==> src/sadc_defines.svh <==
// Purpose: constants for the converter host port
// Assumes: 125 MHz clock, 8 ns period
// Notes: times are kept in ns, cycle counts derived from them
// Summary of operation
// - busy_n goes low when a conversion starts and stays low until the new result is stored.
// - half_select low shows the upper 8 result bits on both bus bytes, high shows the whole 16-bit result.
// - chip_select_n and read_convert_n are ORed, so a chip select fall with read_convert_n low starts a conversion.
// - the result bus is released whenever chip_select_n is high or read_convert_n is low.
// - the result's top bit sits on bus bit 15; with half_select high the whole result descends to bit 0.
// - results are 16-bit two's complement values.
// - with select low and busy_n high a read_convert_n fall starts a conversion; its rise enables the output.
// - a convert command while busy_n is low aborts the conversion and restarts the converter.
`ifndef SADC_DEFINES_SVH
`define SADC_DEFINES_SVH
`define SADC_CLK_PERIOD_NS 8
`define SADC_CONV_TIME_NS 3200
`define SADC_CONV_CYCLES ((`SADC_CONV_TIME_NS) / (`SADC_CLK_PERIOD_NS))
`define SADC_RESULT_W 16
`define SADC_HALF_W 8
`define SADC_FIFO_DEPTH 8
`endif

==> src/sadc_pkg.sv <==
// Purpose: types for the converter host port
// Assumes: sadc_defines.svh included first
// Notes: types only
`include "sadc_defines.svh"
package sadc_pkg;
  typedef enum logic [1:0] {
    SADC_IDLE = 2'b00,
    SADC_CONV = 2'b01,
    SADC_DONE = 2'b10
  } sadc_state_t;

  typedef struct packed {
    logic chip_select_n;
    logic read_convert_n;
    logic half_select;
  } sadc_ctl_t;

  typedef struct packed {
    logic [`SADC_RESULT_W-1:0] data;
    logic oe;
  } sadc_bus_t;
endpackage : sadc_pkg

==> src/sadc_fifo.sv <==
// Purpose: small sample fifo in the result path
// Assumes: single clock, synchronous inputs
// Notes: full and empty are exact; reads are registered-free
`timescale 1ns/1ps
module sadc_fifo #(
  parameter int WIDTH = 16,
  parameter int DEPTH = 8
) (
  input wire logic clk,
  input wire logic arst_n,
  input wire logic in_valid,
  output logic in_ready,
  input wire logic [WIDTH-1:0] in_data,
  output logic out_valid,
  input wire logic out_ready,
  output logic [WIDTH-1:0] out_data
);
  localparam int AW = $clog2(DEPTH);
  logic [WIDTH-1:0] mem_q [DEPTH];
  logic [AW-1:0] wr_q, wr_d, rd_q, rd_d;
  logic [AW:0] cnt_q, cnt_d;
  logic push, pop;

  function automatic logic [AW-1:0] bump(input logic [AW-1:0] p);
    bump = (p == AW'(DEPTH - 1)) ? '0 : p + 1'b1;
  endfunction : bump

  // handshake terms; a full fifo stalls its filler
  always_comb begin
    in_ready = (cnt_q != (AW+1)'(DEPTH));
    out_valid = (cnt_q != '0);
    out_data = mem_q[rd_q];
    push = in_valid && in_ready;
    pop = out_valid && out_ready;
    wr_d = push ? bump(wr_q) : wr_q;
    rd_d = pop ? bump(rd_q) : rd_q;
    cnt_d = cnt_q + (AW+1)'(push) - (AW+1)'(pop);
  end

  always_ff @(posedge clk or negedge arst_n) begin
    if (!arst_n) begin
      wr_q <= '0;
      rd_q <= '0;
      cnt_q <= '0;
    end else begin
      wr_q <= wr_d;
      rd_q <= rd_d;
      cnt_q <= cnt_d;
    end
  end

  // storage has no reset, saves area
  always_ff @(posedge clk) begin
    if (push) begin
      mem_q[wr_q] <= in_data;
    end
  end
endmodule : sadc_fifo

==> src/sadc_port.sv <==
// Purpose: control and parallel result port of a sampling converter
// Assumes: host pins synchronous to clk; samples arrive from the converter core
// Notes: core samples are buffered; the port drains one per conversion
`timescale 1ns/1ps
`include "sadc_defines.svh"
module sadc_port
  import sadc_pkg::*;
#(
  parameter int CONV_CYCLES = `SADC_CONV_CYCLES
) (
  input wire logic clk,
  input wire logic arst_n,
  input wire logic chip_select_n,
  input wire logic read_convert_n,
  input wire logic half_select,
  input wire logic sample_valid,
  output logic sample_ready,
  input wire logic [`SADC_RESULT_W-1:0] sample_data,
  output logic busy_n,
  output logic [`SADC_RESULT_W-1:0] result_bus_o,
  output logic [`SADC_RESULT_W-1:0] result_bus_oe
);
  localparam int CW = $clog2(CONV_CYCLES + 1);

  sadc_ctl_t ctl, ctl_q;
  sadc_state_t st_q, st_d;
  logic [CW-1:0] cnt_q, cnt_d;
  logic [`SADC_RESULT_W-1:0] res_q, res_d;
  logic busy_n_q, busy_n_d;
  sadc_bus_t bus_q, bus_d;
  logic fifo_valid, fifo_pop, fifo_ready;
  logic [`SADC_RESULT_W-1:0] fifo_data;
  logic or_now, or_prev, start;

  assign ctl = '{chip_select_n: chip_select_n, read_convert_n: read_convert_n,
                 half_select: half_select};

  // core samples wait here; a stalled port back-pressures the core
  sadc_fifo #(
    .WIDTH(`SADC_RESULT_W),
    .DEPTH(`SADC_FIFO_DEPTH)
  ) u_fifo (
    .clk(clk),
    .arst_n(arst_n),
    .in_valid(sample_valid),
    .in_ready(fifo_ready),
    .in_data(sample_data),
    .out_valid(fifo_valid),
    .out_ready(fifo_pop),
    .out_data(fifo_data)
  );

  always_comb begin
    sample_ready = fifo_ready;
  end

  // start detect on the falling edge of the ORed lines, either line may fall last
  always_comb begin
    or_now = ctl.chip_select_n | ctl.read_convert_n;
    or_prev = ctl_q.chip_select_n | ctl_q.read_convert_n;
    start = or_prev && !or_now;
  end

  // conversion sequencer
  always_comb begin
    st_d = st_q;
    cnt_d = cnt_q;
    res_d = res_q;
    busy_n_d = busy_n_q;
    fifo_pop = 1'b0;
    if (start) begin
      // a start while busy aborts and restarts the count
      st_d = SADC_CONV;
      cnt_d = CW'(CONV_CYCLES - 1);
      busy_n_d = 1'b0;
    end else begin
      case (st_q)
        SADC_IDLE: begin
          busy_n_d = 1'b1;
        end
        SADC_CONV: begin
          if (cnt_q != '0) begin
            cnt_d = cnt_q - 1'b1;
          end else if (fifo_valid) begin
            // result stored in the same edge that busy rises
            fifo_pop = 1'b1;
            res_d = fifo_data;
            st_d = SADC_DONE;
            busy_n_d = 1'b1;
          end
        end
        SADC_DONE: begin
          st_d = SADC_IDLE;
        end
        default: begin
          st_d = SADC_IDLE;
          busy_n_d = 1'b1;
        end
      endcase
    end
  end

  // bus drive: released when select high or read_convert low
  always_comb begin
    bus_d.oe = !chip_select_n && read_convert_n;
    if (!half_select) begin
      bus_d.data = {{`SADC_HALF_W{1'b0}}, res_d[`SADC_RESULT_W-1 -: `SADC_HALF_W]};
    end else begin
      bus_d.data = {{`SADC_HALF_W{1'b0}}, res_d[`SADC_HALF_W-1:0]};
    end
    // a full-width read keeps msb on bit 15 down to lsb on bit 0
    bus_d.data[`SADC_RESULT_W-1:`SADC_HALF_W] = res_d[`SADC_RESULT_W-1:`SADC_HALF_W];
  end

  always_ff @(posedge clk or negedge arst_n) begin
    if (!arst_n) begin
      ctl_q <= '{chip_select_n: 1'b1, read_convert_n: 1'b1, half_select: 1'b0};
      st_q <= SADC_IDLE;
      cnt_q <= '0;
      res_q <= '0;
      busy_n_q <= 1'b1;
      bus_q <= '0;
    end else begin
      ctl_q <= ctl;
      st_q <= st_d;
      cnt_q <= cnt_d;
      res_q <= res_d;
      busy_n_q <= busy_n_d;
      bus_q <= bus_d;
    end
  end

  always_comb begin
    busy_n = busy_n_q;
    result_bus_o = bus_q.data;
    result_bus_oe = {`SADC_RESULT_W{bus_q.oe}};
  end
endmodule : sadc_port

==> config.mk <==
export PLATFORM = sky130hd
export DESIGN_NAME = sadc_port
export DESIGN_NICKNAME = d
export VERILOG_FILES = /design/src/sadc_pkg.sv /design/src/sadc_fifo.sv /design/src/sadc_port.sv
export VERILOG_INCLUDE_DIRS = /design/src /design/src/src
export SDC_FILE = /design/constraint.sdc
export NUM_CORES = 1
export LEC_CHECK = 0
export ABC_AREA = 0
export BUFFER_PORTS_ARGS = -buffer_cell sky130_fd_sc_hd__buf_2
export CORE_MARGIN = 5
export CORE_UTILIZATION = 55
export DETAILED_ROUTE_END_ITERATION = 8
export GPL_ROUTABILITY_DRIVEN = 0
export GPL_TIMING_DRIVEN = 0
export PLACE_DENSITY = 0.74
export SLEW_MARGIN = 0
export SYNTH_ARGS = -nofsm -noshare
export SYNTH_HDL_FRONTEND = slang
export SYNTH_SLANG_ARGS = --single-unit
==> constraint.sdc <==
create_clock -name clk -period 9.17 [get_ports clk]
set_clock_uncertainty 0.1 [all_clocks]
set_input_delay 1.834 -clock clk [delete_from_list [all_inputs] [get_ports clk]]
set_output_delay 1.834 -clock clk [all_outputs]
set_load 0.005 [all_outputs]
# ---- After elaboration in Yosys (flattened, before gate mapping)
# Memories as Yosys holds them, arrays and structs flattened.
# Cells that the tools add are included.
dict set report word_totals {
  register_bits 57
  ram_bits 128
  out_inout_bits 34
  elab_cells 66
  in_bits 22
  mem_count 1
}
dict set report classes {
  reduce_logical 14
  mux 24
  eq_ne 9
  add_sub_neg 5
  n_bitwise 2
}
# name words word_bits rd rd_ports_with_merged_regs wr line_no
set memory_table {}
lappend memory_table {u_fifo.mem_q 8 16 1 0 1 sadc_fifo.sv:19} ;# logic [WIDTH-1:0] mem_q [DEPTH];
# op n
set ops {}
lappend ops {{16-bit two-way mux} 4}
lappend ops {{9-bit two-way mux} 3}
lappend ops {{1-bit two-way mux} 9}
lappend ops {{9-bit nonzero test} 1}
lappend ops {{9-bit by 1-bit subtractor with 9-bit output, second input constant} 1}
lappend ops {{8-bit two-way mux} 1}
lappend ops {{3-bit by 1-bit adder with 3-bit output, second input constant} 2}
lappend ops {{3-bit equality test, second input constant} 2}
lappend ops {{2-bit two-way mux} 3}
lappend ops {{3-bit two-way mux} 2}
lappend ops {{3-bit inequality test, second input constant} 2}
lappend ops {{3-bit AND reduction} 2}
lappend ops {{4-bit by 1-bit adder with 4-bit output} 1}
lappend ops {{1-bit logical AND} 4}
lappend ops {{2-bit inequality test, second input constant} 2}
lappend ops {{4-bit inequality test, second input constant} 1}
lappend ops {{2-bit one-hot mux with 2 select lines} 1}
lappend ops {{2-bit nonzero test} 2}
lappend ops {{4-bit nonzero test} 1}
lappend ops {{4-bit by 1-bit subtractor with 4-bit output} 1}
lappend ops {{2-bit by 1-bit equality test with 1-bit output, second input constant} 1}
lappend ops {{2-bit equality test, second input constant} 1}
lappend ops {{1-bit zero test} 2}
lappend ops {{2-bit zero test} 1}
lappend ops {{3 further kinds} 4}

# ---- Depth between registers and ports, before layout
dict set report logic_depth {
  word_depth 7
  ltp_mapped 12
  ltp_nobuf 11
}

# ---- Modules after synthesis
# From an unflattened synthesis, not the netlist that was laid out.
dict set report unflattened {
  cells_unflattened 386
  area_unflattened_um2 7473.4
}
# mod cells_each area_per_inst_um2 instances
set modules_own_cells {}
lappend modules_own_cells {sadc_fifo 242 5551.6 1}
lappend modules_own_cells {sadc_port 144 1921.8 1}

# ---- Least setup slack after synthesis
# No wires, ideal clock.
dict set report synth_timing {
  kind {input to register}
  from {input port sample_valid}
  to {memory u_fifo.mem_q[0][0], enable pin}
  setup_ns 0.430
  cell_stages 2
  arrival_ns 3.563
  setup_slack_ns 5.077
  required_time_ns 8.640
  path_cell_list {nand2_1 nor4_1}
}
dict set report synth_between {
  elab_chain_cells 3
}
# element line_no
set synth_rtl {}
lappend synth_rtl {{from (decl)} sadc_port.sv:16} ;# input wire logic sample_valid,
lappend synth_rtl {{1-bit logical AND} sadc_fifo.sv:33} ;# push = in_valid && in_ready;
lappend synth_rtl {{1-bit two-way mux} sadc_fifo.sv:54} ;# if (push) begin
lappend synth_rtl {{1-bit two-way mux (not written as such)} sadc_fifo.sv:55} ;# mem_q[wr_q] <= in_data;
lappend synth_rtl {{to (decl)} sadc_fifo.sv:19}
# Every way passes these cells.

# ---- Worst setup path in the final report
dict set report layout_timing {
  from {input port read_convert_n}
  to {register u_fifo.cnt_q[2]}
}
dict set report layout_between {
  elab_chain_cells 6
}
# element line_no
set layout_rtl {}
lappend layout_rtl {{from (decl)} sadc_port.sv:14} ;# input wire logic read_convert_n,
lappend layout_rtl {{1-bit OR} sadc_port.sv:59} ;# or_now = ctl.chip_select_n | ctl.read_convert_n;
lappend layout_rtl {{1-bit zero test} sadc_port.sv:61} ;# start = or_prev && !or_now;
lappend layout_rtl {{1-bit logical AND} sadc_port.sv:61}
lappend layout_rtl {{1-bit two-way mux} sadc_port.sv:71} ;# if (start) begin
lappend layout_rtl {{1-bit logical AND} sadc_fifo.sv:34} ;# pop = out_valid && out_ready;
lappend layout_rtl {{via u_fifo.pop} sadc_fifo.sv:22} ;# logic push, pop;
lappend layout_rtl {{4-bit by 1-bit subtractor with 4-bit output} sadc_fifo.sv:37} ;# cnt_d = cnt_q + (AW+1)'(push) - (AW+1)'(pop);
lappend layout_rtl {{via u_fifo.cnt_d[2]} sadc_fifo.sv:21} ;# logic [AW:0] cnt_q, cnt_d;
lappend layout_rtl {{to (signal assigned)} sadc_fifo.sv:48} ;# cnt_q <= cnt_d;
lappend layout_rtl {{to (decl)} sadc_fifo.sv:21}
# The timed path passes the listed nets, and every way through them passes these cells.
# A chain may end at the register's enable or synchronous reset.

==> flow_metrics.py <==
metrics = {
    "worst_setup_path": {
        "crit_path_start_kind": "input port",
        "cp.required_ns": 9.38,
        "critPathMaxFanout": 9,
        "critical_path_arrival_ns": 4.20,
        "endpoint_kind": "flop",
        "crit_type": "in2reg",
    },
    "logic_synthesis": {
        "synthDistinctLibCells": 47,
        "synth_ff_type": "edfxtp_1",
        "syn-num-nets": 442,
        "ys_warn_count": 0,
        "async_flop_share_pct": 27.7,
        "synth_seq_cells": 177,
        "synth_seq_area_share_pct": 67.6,
        "synth-edff-count": 128,
        "postSynthAreaPerCell_um2": 18.4,
        "syn-instance-count": 407,
        "synthesis.area_um2": 7510,
    },
    "floorplan": {
        "fp.coreArea_um2": 13300,
        "start_util_pct": 56.5,
        "die-height_um": 127,
        "ioPinCount": 56,
        "dieWidth_um": 127,
        "core.rowCount": 42,
        "die-area_um2": 16100,
    },
    "sta": {
        "final-hold-violation-count": 0,
        "fmaxAchievable_mhz": 251,
        "fin_tns_setup_ns": 0,
        "max-slew-margin-rel_pct": 29.2,
        "setup_viol": 0,
        "fin_crit_sh_pct": 43.5,
        "period_needed_ns": 3.99,
        "rsz0062_at_grt": "no",
        "tightest_slew_ns": 1.06,
        "slew_viol_final": 0,
    },
    "cts": {
        "cts_tree": "built",
        "root_buffer": "clkbuf_16",
        "ctsResizeCount": 0,
        "post_cts_buffers": 0,
        "cts_buffers": 17,
        "clock_sinks": 177,
        "clk_pin_slew_ns": 0.06,
        "clock_latency_ns": 0.42,
        "clock_path_buffers": 2,
        "ctsHoldBuffers": 0,
        "cts_max_level": 4,
    },
    "power_and_ir_drop": {
        "p_leak_nw": 3.42,
        "p_switching_uw": 500,
        "p_comb_share_pct": 13.6,
        "power_frac_clock_pct": 35.6,
        "finalPower_mw": 2.02,
        "power_density_nw_per_um2": 231,
        "internal_power_mw": 1.52,
        "swShare_pct": 24.7,
        "ir_worst_vdd_mv": 0.156,
        "seq_power_share_pct": 50.7,
    },
    "cells_and_area": {
        "antenna_cells": 0,
        "mostFrequentLayoutCell": "edfxtp_1",
        "ff_latch_area_um2": 5070,
        "stdcell_count": 678,
        "final_cell_mix": "edfxtp_1 (128), buf_2 (57), dfrtp_1 (46)",
        "drive_above_1_share_pct": 38.4,
        "nFillCells": 883,
        "layout.nets": 524,
        "multiInputGateArea_um2": 2140,
        "area_growth_pct": 16.5,
    },
    "grt": {
        "grt_pass1_vias": 3965,
        "overflow": 0,
        "gr-usage-all-layers_pct": 18.1,
        "antenna_found_initial": 0,
        "grt_first_pass_wirelength_um": 21600,
        "grt_max_degree": 50,
    },
    "detailed_routing": {
        "wl_um": 13700,
        "first_pass_iters": 4,
        "dr_total_vias": 3769,
        "viasPerCell": 5.56,
        "drc": 0,
        "wl_per_cell_um": 20.2,
        "ant_nets": 0,
        "drt_iter0_drc": 252,
    },
    "run": {
        "cap_violations": 0,
    },
    "worst_hold_path": {
        "hold_path.class": "reg2reg",
    },
    "place": {
        "numPlacedInstances": 646,
        "io_buffers": 54,
        "hpwl_um": 9430,
    },
    "outcome": {
        "status": "finished, final reports clean",
    },
}
kinds of logic after synthesis:
group | Yosys count | share of synthesized area, %
multiplexers | 92 | 19.6
AO/OA/AOI/OAI | 20 | 1.65
buffers and inverters | 50 | 4.28
adder cells (fa/ha/maj) | 13 | 2.27
XOR/XNOR | 5 | 0.584
flip-flops | 177 | 67.6
AND/OR/NAND/NOR | 50 | 4.07
stage by stage:
stage	setup WS (ns)	utilization (%)	hold slack [ns]	instance area, um^2
after detailed placement	4.72	61.3	0.395	8150
final	5.18	65.8	0.410	8740
after global routing	5.01	65.8	0.428	8740
after global placement	3.42	60.1	0.388	8000
after floorplan	5.08	-	0.379	7510
after CTS	5.17	65.8	0.409	8740
flip-flops by register name, summed over array words and instances, names as in the netlist:
signal,cells
u_fifo.mem_q,128
result_bus_o,16
cnt_q,9
res_q,8
u_fifo.cnt_q,4
u_fifo.rd_q,3
u_fifo.wr_q,3
ctl_q,2
st_q,2
busy_n,1
result_bus_oe,1
cell usage after synthesis, drive strengths merged (4+ instances only):
library cell,number,area (um^2)
inv,11,41.3
nor4,4,40.0
edfxtp,128,3840
clkbuf,10,57.6
or3,4,27.5
buf,29,223
nor3,6,30.0
mux2,36,443
o21ai,6,30.0
dfrtp,46,1150
nand2,8,32.5
a21oi,5,25.0
nor2,8,30.0
mux2i,24,240
ha,12,150
nand2b,5,31.3
mux4,32,785
power by group through the flow:
stage	sequential, mW	clock, mW	combinational, mW
global route	1.04	0.774	0.308
CTS	1.03	0.734	0.283
global placement	1.04	0	0.239
detailed placement	1.04	0	0.281
finish	1.03	0.721	0.276
floorplan	1.03	0	0.172
worst paths after layout:
check | start | to | slack [ns] | cells past startpoint
max | read_convert_n | u_fifo.cnt_q[2] | 5.18 | 10
min | res_q[7] | res_q[7] | 0.41 | 1
max reg2reg | cnt_q[0] | u_fifo.cnt_q[2] | 5.91 | 12
min reg2reg | res_q[7] | res_q[7] | 0.41 | 1
max in group asynchronous | arst_n | result_bus_o[2] | 6.80 | 1
min in group asynchronous | arst_n | cnt_q[2] | 1.51 | 1
area by class of cell:
class | instances | area share [%]
clock buffer | 23 | 5.47
buffer | 39 | 3.21
sequential | 177 | 58.0
tap | 176 | 2.52
clock inverter | 9 | 1.37
timing repair buffer | 63 | 4.42
inverter | 11 | 0.472
multi-input combinational | 180 | 24.5
layer usage:
metal | routed length [um] | GRT usage (%)
met1 | 5590 | 22.1
met5 | 0 | 0
met4 | 113 | 5.68
met3 | 758 | 5.38
met2 | 7210 | 31.0
worst max-delay path, stage by stage:
cell,delay [ns]
buf_2,0.12
nor3_1,0.57
nor4_1,0.10
clkbuf_1,0.35
ha_1,0.39
inv_1,0.06
ha_1,0.16
inv_1,0.06
fa_1,0.40
xnor2_1,0.14
Note: power is estimated with default switching activity, not from simulation.
